File: config.mk
export PLATFORM = sky130hd
export DESIGN_NAME = sics_top
export DESIGN_NICKNAME = d
export VERILOG_FILES = /design/src/verilog/sics_pkg.sv /design/src/verilog/sics_clkdiv.sv /design/src/verilog/sics_top.sv
export SDC_FILE = /design/constraint.sdc
export NUM_CORES = 1
export LEC_CHECK = 0
export ABC_AREA = 1
export ABC_CLOCK_PERIOD_IN_PS = 4900
export BUFFER_PORTS_ARGS = -buffer_cell sky130_fd_sc_hd__buf_2
export CORE_MARGIN = 2
export CORE_UTILIZATION = 50
export DETAILED_ROUTE_END_ITERATION = 8
export HOLD_SLACK_MARGIN = 0.15
export PLACE_DENSITY = 0.83
export SYNTH_ARGS = -nofsm -noshare
export SYNTH_HDL_FRONTEND = slang
export SYNTH_SLANG_ARGS = --single-unit
File: constraint.sdc
create_clock -name pclk -period 4.9 [get_ports pclk]
set_input_delay 0.245 -clock pclk [delete_from_list [all_inputs] [get_ports pclk]]
set_output_delay 0.245 -clock pclk [all_outputs]
set_load 0.01 [all_outputs]
File: src/verilog/sics_pkg.sv
// Constants shared by the serial control and status block and its divider.
// Assumes an APB master on pclk; offsets are byte addresses of 32-bit words.
package sics_pkg;
  localparam logic [7:0] SICS_OFS_CTL_MAIN = 8'h00;
  localparam logic [7:0] SICS_OFS_CTL_IRQ = 8'h04;
  localparam logic [7:0] SICS_OFS_STATUS = 8'h08;
  localparam logic [7:0] SICS_OFS_DATA = 8'h0C;
  localparam logic [7:0] SICS_OFS_AUDIO = 8'h1C;
  // Main control fields
  localparam int SICS_C0_BIDIR = 15;
  localparam int SICS_C0_BOE = 14;
  localparam int SICS_C0_CKEN = 13;
  localparam int SICS_C0_CKNX = 12;
  localparam int SICS_C0_FW16 = 11;
  localparam int SICS_C0_RXO = 10;
  localparam int SICS_C0_SSEN = 9;
  localparam int SICS_C0_SSLV = 8;
  localparam int SICS_C0_EN = 6;
  localparam int SICS_C0_DIV = 3;
  localparam int SICS_C0_MST = 2;
  localparam int SICS_C0_CPOL = 1;
  localparam int SICS_C0_CPHA = 0;
  // Interrupt and DMA control fields
  localparam int SICS_C1_TXIE = 7;
  localparam int SICS_C1_RXIE = 6;
  localparam int SICS_C1_ERR_IE = 5;
  localparam int SICS_C1_ALT = 4;
  localparam int SICS_C1_DRV = 2;
  localparam int SICS_C1_TDMA = 1;
  localparam int SICS_C1_RDMA = 0;
  localparam logic [7:0] SICS_C1_MASK = 8'hF7;
  // Audio control fields
  localparam int SICS_AU_SEL = 11;
  localparam int SICS_AU_EN = 10;
  localparam int SICS_AU_OPM = 8;
  localparam int SICS_AU_STD = 4;
  localparam int SICS_AU_CPOL = 3;
  localparam logic [11:0] SICS_AU_MASK = 12'hFBF;
  localparam logic [1:0] SICS_STD_PCM = 2'h3;
  // Status fields
  localparam int SICS_ST_CRC = 4;
  localparam logic [31:0] SICS_STAT_RESET = 32'h0000_0002;
  // Frame lengths and divider
  localparam logic [4:0] SICS_BITS16 = 5'h10;
  localparam logic [4:0] SICS_BITS8 = 5'h08;
  localparam int SICS_DIV_W = 7;
endpackage : sics_pkg

File: src/verilog/sics_clkdiv.sv
// Half-period tick generator for the master serial clock.
// Assumes run drops whenever no master frame is in progress.
`timescale 1ns/100ps
`default_nettype none
module sics_clkdiv
  import sics_pkg::*;
(
  input wire logic pclk,
  input wire logic presetn,
  input wire logic run,
  input wire logic [2:0] sel,
  output logic tick
);
  logic [SICS_DIV_W-1:0] cnt_q;
  logic [SICS_DIV_W-1:0] lim;

  // Toggle every 2^sel cycles: full period pclk/2 .. pclk/256
  assign lim = SICS_DIV_W'((8'h01 << sel) - 8'h01);
  assign tick = run && (cnt_q == lim);

  always_ff @(posedge pclk or negedge presetn) begin
    if (!presetn) begin
      cnt_q <= '0;
    end else if (!run || tick) begin
      cnt_q <= '0;
    end else begin
      cnt_q <= cnt_q + 1'b1;
    end
  end
endmodule : sics_clkdiv
`default_nettype wire

File: src/verilog/sics_top.sv
// Serial port control, status, buffers and shifter, APB register slave.
// Assumes pins synchronous to pclk; checksums come from an outside unit.
`timescale 1ns/100ps
`default_nettype none
module sics_top
  import sics_pkg::*;
(
  input wire logic pclk,
  input wire logic presetn,
  input wire logic psel,
  input wire logic penable,
  input wire logic pwrite,
  input wire logic [7:0] paddr,
  input wire logic [31:0] pwdata,
  output logic [31:0] prdata,
  output logic pready,
  output logic pslverr,
  input wire logic sck_i,
  output logic sck_o,
  output logic sck_oe,
  input wire logic mosi_i,
  output logic mosi_o,
  output logic mosi_oe,
  input wire logic miso_i,
  output logic miso_o,
  output logic miso_oe,
  input wire logic nss_i,
  output logic nss_o,
  output logic nss_oe,
  input wire logic ws_i,
  output logic ws_o,
  output logic ws_oe,
  input wire logic [15:0] tx_checksum_i,
  input wire logic [15:0] rx_checksum_i,
  output logic irq,
  output logic tx_dma_req,
  output logic rx_dma_req
);
  logic [15:0] ctl0_q;
  logic [7:0] ctl1_q;
  logic [11:0] aud_q;
  logic [15:0] tx_buf_q, rx_buf_q, txs_q, rxs_q;
  logic tx_full_q, rx_full_q, ld_q, act_q, sck_q;
  logic [4:0] cnt_q;
  logic sck_prev_q, sync_prev_q, te_prev_q, rf_prev_q;
  logic und_q, ovr_q, cfg_q, crc_q, frame_sync_error_q, ch_q, par_q;
  logic ovr_arm_q, cfg_arm_q, crc_rx_q;
  logic [31:0] prdata_q;

  logic acc, wr, rd, hit;
  logic wr_c0, wr_st, rd_st, acc_st, wr_dat, rd_dat;
  logic aud, en, mst, txm, rxm, cpol, cpha, w16, int_sel, slv_on;
  logic tick, ev, lead, smp, done, pend, crc_go, st, load, take_buf;
  logic [4:0] bits, cnt_n;
  logic din, dout, drv, out_mosi, sync_now, cfg_cond, te, rise;
  logic [15:0] rx_word, rx_word_m;
  logic [31:0] rdmux;

  // APB decode; every register answers with no wait state
  assign acc = psel && penable;
  assign wr = acc && pwrite;
  assign rd = acc && !pwrite;
  assign hit = (paddr == SICS_OFS_CTL_MAIN) || (paddr == SICS_OFS_CTL_IRQ) ||
               (paddr == SICS_OFS_STATUS) || (paddr == SICS_OFS_DATA) ||
               (paddr == SICS_OFS_AUDIO);
  assign pready = 1'b1;
  assign pslverr = acc && !hit;
  assign wr_c0 = wr && (paddr == SICS_OFS_CTL_MAIN);
  assign acc_st = acc && (paddr == SICS_OFS_STATUS);
  assign wr_st = acc_st && pwrite;
  assign rd_st = acc_st && !pwrite;
  assign wr_dat = wr && (paddr == SICS_OFS_DATA);
  assign rd_dat = rd && (paddr == SICS_OFS_DATA);

  // Mode decode
  assign aud = aud_q[SICS_AU_SEL];
  assign en = aud ? aud_q[SICS_AU_EN] : ctl0_q[SICS_C0_EN];
  assign mst = aud ? aud_q[SICS_AU_OPM+1] : ctl0_q[SICS_C0_MST];
  assign txm = aud ? !aud_q[SICS_AU_OPM] :
               (ctl0_q[SICS_C0_BIDIR] ? ctl0_q[SICS_C0_BOE] : !ctl0_q[SICS_C0_RXO]);
  assign rxm = aud ? aud_q[SICS_AU_OPM] :
               (ctl0_q[SICS_C0_BIDIR] ? !ctl0_q[SICS_C0_BOE] : 1'b1);
  assign cpol = aud ? aud_q[SICS_AU_CPOL] : ctl0_q[SICS_C0_CPOL];
  assign cpha = aud ? 1'b0 : ctl0_q[SICS_C0_CPHA];
  assign w16 = aud || ctl0_q[SICS_C0_FW16];
  assign bits = w16 ? SICS_BITS16 : SICS_BITS8;
  // Frame sync mode always takes the pin
  assign int_sel = (ctl0_q[SICS_C0_SSEN] && !ctl1_q[SICS_C1_ALT]) ?
                   ctl0_q[SICS_C0_SSLV] : nss_i;
  assign slv_on = en && !mst && (aud || !int_sel);
  assign cfg_cond = !aud && ctl0_q[SICS_C0_MST] && !int_sel;

  sics_clkdiv u_div (
    .pclk(pclk),
    .presetn(presetn),
    .run(act_q),
    .sel(ctl0_q[SICS_C0_DIV+2:SICS_C0_DIV]),
    .tick(tick)
  );

  // Serial clock edges: own divider in master, pin in slave
  assign ev = mst ? (act_q && tick) : (slv_on && (sck_i != sck_prev_q));
  assign lead = (mst ? !sck_q : sck_i) != cpol;
  assign smp = lead ^ cpha;
  assign cnt_n = cnt_q + {4'h0, smp};
  // Every word ends on a trailing edge, so the clock is back at idle
  assign done = ev && !lead && (cnt_n == bits);
  assign out_mosi = mst || aud;
  assign din = (out_mosi ^ ctl0_q[SICS_C0_BIDIR]) ? miso_i : mosi_i;
  assign rx_word = smp ? {rxs_q[14:0], din} : rxs_q;
  assign rx_word_m = w16 ? rx_word : {8'h00, rx_word[7:0]};
  assign dout = w16 ? txs_q[15] : txs_q[7];

  // Checksum word goes out after the last data word
  assign crc_go = !aud && ctl0_q[SICS_C0_CKEN] && ctl0_q[SICS_C0_CKNX];
  assign pend = txm && (crc_go || tx_full_q);
  assign st = en && mst && !act_q && !cfg_q && (pend || !txm);
  assign load = (st && pend) || (done && pend) ||
                (en && !mst && txm && !ld_q && (cnt_q == 5'h00) && pend);
  assign take_buf = load && !crc_go;

  // Pins
  assign drv = en && txm && (mst || slv_on);
  assign sck_o = sck_q;
  assign sck_oe = en && mst;
  assign mosi_o = dout;
  assign mosi_oe = drv && out_mosi;
  assign miso_o = dout;
  assign miso_oe = drv && !out_mosi;
  assign nss_o = 1'b0;
  assign nss_oe = !aud && ctl1_q[SICS_C1_DRV] && ctl0_q[SICS_C0_MST] &&
                  ctl0_q[SICS_C0_EN];
  assign ws_o = txm ? !par_q : par_q;
  assign ws_oe = en && aud && mst;

  // Flags out
  assign te = !tx_full_q;
  assign irq = (te && ctl1_q[SICS_C1_TXIE]) ||
               (rx_full_q && ctl1_q[SICS_C1_RXIE]) ||
               (ctl1_q[SICS_C1_ERR_IE] && (crc_q || cfg_q || ovr_q || und_q || frame_sync_error_q));
  assign tx_dma_req = te && ctl1_q[SICS_C1_TDMA];
  assign rx_dma_req = rx_full_q && ctl1_q[SICS_C1_RDMA];

  assign sync_now = aud ? ws_i : nss_i;
  assign rise = txm ? (te && !te_prev_q) : (rx_full_q && !rf_prev_q);

  always_comb begin
    rdmux = 32'h0000_0000;
    unique case (paddr)
      SICS_OFS_CTL_MAIN: rdmux = {16'h0000, ctl0_q};
      SICS_OFS_CTL_IRQ: rdmux = {24'h000000, ctl1_q};
      SICS_OFS_STATUS: rdmux = {23'h000000, frame_sync_error_q, act_q, ovr_q, cfg_q, crc_q,
                                und_q, ch_q, te, rx_full_q};
      SICS_OFS_DATA: rdmux = {16'h0000, rx_buf_q};
      SICS_OFS_AUDIO: rdmux = {20'h00000, aud_q};
      default: rdmux = 32'h0000_0000;
    endcase
  end

  // Read data held from the setup cycle through the access phase
  always_ff @(posedge pclk or negedge presetn) begin
    if (!presetn) begin
      prdata_q <= 32'h0000_0000;
    end else if (psel && !penable) begin
      prdata_q <= rdmux;
    end
  end
  assign prdata = prdata_q;

  // Control registers; audio select is left to software discipline
  always_ff @(posedge pclk or negedge presetn) begin
    if (!presetn) begin
      ctl0_q <= 16'h0000;
    end else if (wr_c0) begin
      ctl0_q <= pwdata[15:0];
    end else if (load && crc_go) begin
      ctl0_q[SICS_C0_CKNX] <= 1'b0;
    end
  end

  always_ff @(posedge pclk or negedge presetn) begin
    if (!presetn) begin
      ctl1_q <= 8'h00;
      aud_q <= 12'h000;
    end else if (wr && (paddr == SICS_OFS_CTL_IRQ)) begin
      ctl1_q <= pwdata[7:0] & SICS_C1_MASK;
    end else if (wr && (paddr == SICS_OFS_AUDIO)) begin
      aud_q <= pwdata[11:0] & SICS_AU_MASK;
    end
  end

  // Transmit buffer
  always_ff @(posedge pclk or negedge presetn) begin
    if (!presetn) begin
      tx_buf_q <= 16'h0000;
      tx_full_q <= 1'b0;
    end else if (wr_dat) begin
      tx_buf_q <= w16 ? pwdata[15:0] : {8'h00, pwdata[7:0]};
      tx_full_q <= 1'b1;
    end else if (take_buf) begin
      tx_full_q <= 1'b0;
    end
  end

  // Receive buffer; a read in the same cycle frees it for the new word
  always_ff @(posedge pclk or negedge presetn) begin
    if (!presetn) begin
      rx_buf_q <= 16'h0000;
      rx_full_q <= 1'b0;
    end else if (done && rxm && (!rx_full_q || rd_dat)) begin
      rx_buf_q <= rx_word_m;
      rx_full_q <= 1'b1;
    end else if (rd_dat) begin
      rx_full_q <= 1'b0;
    end
  end

  // Shifter
  always_ff @(posedge pclk or negedge presetn) begin
    if (!presetn) begin
      txs_q <= 16'h0000;
      rxs_q <= 16'h0000;
      cnt_q <= 5'h00;
    end else begin
      if (load) begin
        txs_q <= crc_go ? tx_checksum_i : tx_buf_q;
      end else if (ev && !smp && (cnt_q != 5'h00)) begin
        txs_q <= {txs_q[14:0], 1'b0};
      end
      if (ev && smp) begin
        rxs_q <= {rxs_q[14:0], din};
      end
      if (!(mst ? en : slv_on) || done) begin
        cnt_q <= 5'h00;
      end else if (ev) begin
        cnt_q <= cnt_n;
      end
    end
  end

  // Master frame control
  always_ff @(posedge pclk or negedge presetn) begin
    if (!presetn) begin
      act_q <= 1'b0;
      sck_q <= 1'b0;
      ld_q <= 1'b0;
    end else begin
      if (!en || !mst) begin
        act_q <= 1'b0;
      end else if (st) begin
        act_q <= 1'b1;
      end else if (done && !(pend || !txm)) begin
        act_q <= 1'b0;
      end
      if (!act_q) begin
        sck_q <= cpol;
      end else if (tick) begin
        sck_q <= !sck_q;
      end
      if (!en) begin
        ld_q <= 1'b0;
      end else if (load) begin
        ld_q <= 1'b1;
      end else if (done) begin
        ld_q <= 1'b0;
      end
    end
  end

  // Edge history of pins and flags
  always_ff @(posedge pclk or negedge presetn) begin
    if (!presetn) begin
      sck_prev_q <= 1'b0;
      sync_prev_q <= 1'b0;
      te_prev_q <= 1'b1;
      rf_prev_q <= 1'b0;
    end else begin
      sck_prev_q <= sck_i;
      sync_prev_q <= sync_now;
      te_prev_q <= te;
      rf_prev_q <= rx_full_q;
    end
  end

  // Channel side: word parity in master, sync line in slave
  always_ff @(posedge pclk or negedge presetn) begin
    if (!presetn) begin
      par_q <= 1'b0;
      ch_q <= 1'b0;
    end else begin
      if (!en) begin
        par_q <= 1'b0;
      end else if (mst && ((txm && take_buf) || (!txm && done))) begin
        par_q <= !par_q;
      end
      if (aud && (aud_q[SICS_AU_STD+1:SICS_AU_STD] != SICS_STD_PCM) && rise) begin
        ch_q <= mst ? (txm ? par_q : !par_q) : ws_i;
      end
    end
  end

  // Error flags; in every case a new event beats the clear
  always_ff @(posedge pclk or negedge presetn) begin
    if (!presetn) begin
      und_q <= 1'b0;
      frame_sync_error_q <= 1'b0;
    end else begin
      if (!mst && txm && ev && lead && (cnt_q == 5'h00) && !ld_q) begin
        und_q <= 1'b1;
      end else if (rd_st) begin
        und_q <= 1'b0;
      end
      // Only a slave follows the frame sync, so only it can see it misplaced
      if (slv_on && (aud || ctl1_q[SICS_C1_ALT]) && (sync_now != sync_prev_q) &&
          (cnt_q != 5'h00)) begin
        frame_sync_error_q <= 1'b1;
      end else if (rd_st) begin
        frame_sync_error_q <= 1'b0;
      end
    end
  end

  always_ff @(posedge pclk or negedge presetn) begin
    if (!presetn) begin
      ovr_q <= 1'b0;
      ovr_arm_q <= 1'b0;
    end else begin
      if (done && rxm && rx_full_q && !rd_dat) begin
        ovr_q <= 1'b1;
      end else if (rd_st && ovr_arm_q) begin
        ovr_q <= 1'b0;
      end
      if (rd_dat) begin
        ovr_arm_q <= 1'b1;
      end else if (rd_st) begin
        ovr_arm_q <= 1'b0;
      end
    end
  end

  always_ff @(posedge pclk or negedge presetn) begin
    if (!presetn) begin
      cfg_q <= 1'b0;
      cfg_arm_q <= 1'b0;
    end else begin
      if (cfg_cond) begin
        cfg_q <= 1'b1;
      end else if (wr_c0 && cfg_arm_q) begin
        cfg_q <= 1'b0;
      end
      if (acc_st) begin
        cfg_arm_q <= 1'b1;
      end else if (wr_c0) begin
        cfg_arm_q <= 1'b0;
      end
    end
  end

  always_ff @(posedge pclk or negedge presetn) begin
    if (!presetn) begin
      crc_q <= 1'b0;
      crc_rx_q <= 1'b0;
    end else begin
      if (done && crc_rx_q && !aud && (rx_word_m != rx_checksum_i)) begin
        crc_q <= 1'b1;
      end else if (wr_st && !pwdata[SICS_ST_CRC]) begin
        crc_q <= 1'b0;
      end
      if (load && crc_go) begin
        crc_rx_q <= 1'b1;
      end else if (done || !en) begin
        crc_rx_q <= 1'b0;
      end
    end
  end
endmodule : sics_top
`default_nettype wire

==> metrics <==
outcome=completed; CTS sink cnt=145; first-pass GRT wire length=35080 um; endpoints failing setup=0; post-layout util=0.6065; Synth top area share=0.4574; routability cong.=0.9558; Worst Path Arrival=4.50 ns; Clock Path Buffers=2; synth top area cells=dfrtp_1 46%, nand2_1 17%, o21ai_0 6.8%; proportion of layout cells with a drive suffix above 1=0.1420; Final nets=1242; setup slack after layout=0.7184 ns; total track usage=0.2706; port bufs=94; DR pass1 iterations=5; Final Instance Area=9289 sq um; type of the most critical hold path=in2reg; syn_area_per_cell=7.468 sq um; CTS resizes=0; setup TNS=0 ns; pwr dens=369.9 nW/um^2; CP Max Fanout=20; DR WL/cell=15.83 um; Syn. warnings=0; total gr overflow=0; Lkg Pwr=4.798 nW; Max Freq=239.1 MHz; number of synthesized flops with an enable pin=0; DRT iter0 DRCs=817; row cnt=45; overall routed net length=21850 um; clock root buffer=clkbuf_16; pre-CTS setup slack=0.8494 ns; Setup Skew=0.008016 ns; area of the mapped netlist=7879 sq um; Final period util=0.8534; antenna diode count=0; Gate Count Post-Synth=1055; post-route ant nets=0; Slew Limit Fails=0; Post-synth ARST share=1.000; required time worst endpoint=5.21 ns; Worst Hold Launch=pwdata[7]; largest net degree at the start of global routing=104; Die Ht=129.5 um; FF-to-FF Start=aud_q[11]$_DFFE_PN0P_; CTS clk-pin slew, worst paths=0.06 ns; initial antenna violation count=0; Synth Flop Type=dfrtp_1; Distinct cells, synth=49; Min Hold Slack=0.1748 ns; Max IR drop VDD=0.2266 mV; number of max-cap violations=0; Final Hold Vio Count=0; CTS Buf Count=17; initial core utilization=0.5145; Ports=129; final worst path period need=4.182 ns; most common cell after layout, fill and taps aside=nand2_1; Worst Tran Pin Value=0.9894 ns; most frequent cells in the layout=355 x nand2_1, 144 x dfrtp_1, 123 x inv_1; CP endpoint kind=flop; Crit Path Category=reg2reg; TritonCTS clock tree=built; DP Wirelength=15590 um; CP Launch Type=flop; Via Count=7588; Seq cells post-synth=145; Slew headroom=0.3404; RSZ-0062 raised after global routing=no; DRC=0; H-tree Lvls=4; Synth area leader=dfrtp_1; area grow syn2layout=17.90%; die width=129.5 um; Placement Cell Area=8398 sq um; post-synthesis sequential area ratio=0.4607; Clk Latency, worst-skew pair=0.43 ns; Critical Path Start=aud_q[11]$_DFFE_PN0P_; vias in the first global route=7032; Core ar.=15310 sq um; vias per inst=5.499; die area=16780 sq um
[cell type report]
| cell class | count | area [sq um] |
|---|---|---|
| Inverter | 133 | 504.2 |
| Clock inverter | 9 | 226.5 |
| Timing Repair Buffer | 116 | 689.4 |
| Sequential cell | 145 | 3630 |
| Multi-Input combinational cell | 744 | 3501 |
| Clock buffer | 22 | 474.2 |
| Fill cell | 1352 | 6026 |
| Tap cell | 211 | 264.0 |
[cell families (layout without fill, tap and decap cells)]
family / count (synthesis) / in the layout / synth area share
flip-flops: 145 / 145 / 0.4607
buffers and inverters: 182 / 280 / 0.1026
XOR/XNOR: 8 / 8 / 0.008893
AO/OA/AOI/OAI: 170 / 170 / 0.1213
adder cells (fa/ha/maj): 3 / 3 / 0.004765
multiplexers: 1 / 1 / 0.001429
other: 2 / 18 / 0.0009532
AND/OR/NAND/NOR: 544 / 544 / 0.2993
[per-stage QoR]
stage | total power, W | cells
3_3_place_gp | 0.001874 | 1330
4_1_cts | 0.003435 | 1380
6_report | 0.003436 | 1380
2_1_floorplan | 0.001727 | 1071
3_5_place_dp | 0.001891 | 1330
5_1_grt | 0.003573 | 1380
[repair_timing]
action,4_1_cts,5_1_grt
endpoints found under the setup margin,0,0
hold buffers,19,0
buffers inserted,0,0
endpoints found under the hold margin,132,0
[synthesized netlist by cell type (all sizes together), types with 2 or more instances]
library cell / number
nand2: 368
dfrtp: 144
inv: 130
o21ai: 128
nand3: 90
nor2: 51
buf: 29
clkbuf: 20
nor3: 14
nand4: 13
a221oi: 11
a21oi: 10
xor2: 7
o22ai: 4
a31oi: 3
clkinv: 3
ha: 3
nand3b: 3
a211oi: 2
conb: 2
nor4: 2
o2111ai: 2
o211ai: 2
o221ai: 2
or2: 2
[routing by layer]
metal / part of all wire / vias to the layer above / track usage
li1: - / 3575 / -
met1: 0.42 / 3588 / 0.3665
met2: 0.46 / 374 / 0.4294
met5: 0 / - / 0
met3: 0.084 / 51 / 0.05987
met4: 0.029 / 0 / 0.1018
[flip-flops by register name (all words and copies together), names as in the netlist, 5 cells and up]
register and flops:
prdata 16, rxs_q 16, aud_q 11, ctl1_q 7
ctl0_q 16, cnt_q 5, txs_q 16, rx_buf_q 16
tx_buf_q 16, u_div.cnt_q 7
[report_power, final]
group          internal, W  total [W]  leakage [nW]  switching [W]
clock network      0.00104    0.00154         0.337       0.000497
registers          0.00126    0.00131          1.84      0.0000557
logic             0.000171   0.000580          2.62       0.000409
[worst max-delay path, stage by stage (launching register included)]
cell,delay [ns]
dfrtp_1,0.62
nand2_1,0.11
o21ai_1,0.27
nand3_1,0.19
nand3_1,0.31
nand2_2,0.33
ha_1,0.32
ha_1,0.21
xor2_1,0.16
nor3_1,0.18
nand2_1,0.10
nor2_2,0.15
nand3_4,0.15
nand2_4,0.24
nand2_4,0.20
nand2_4,0.24
inv_4,0.12
nand2_1,0.09
nand2_1,0.06
[worst paths after layout]
check                                            to  slack, ns  depth (start not counted)
min reg2reg                   prdata[8]$_DFFE_PN0P_       0.48                          2
min in group asynchronous     prdata[0]$_DFFE_PN0P_       0.46                          2
max in group asynchronous  tx_buf_q[13]$_DFFE_PN0P_       3.29                          3
max reg2reg                   txs_q[10]$_DFFE_PN0P_       0.72                         18
max                           txs_q[10]$_DFFE_PN0P_       0.72                         18
min                           ctl0_q[7]$_DFFE_PN0P_       0.17                          3
(Power assumes the default switching activity.)
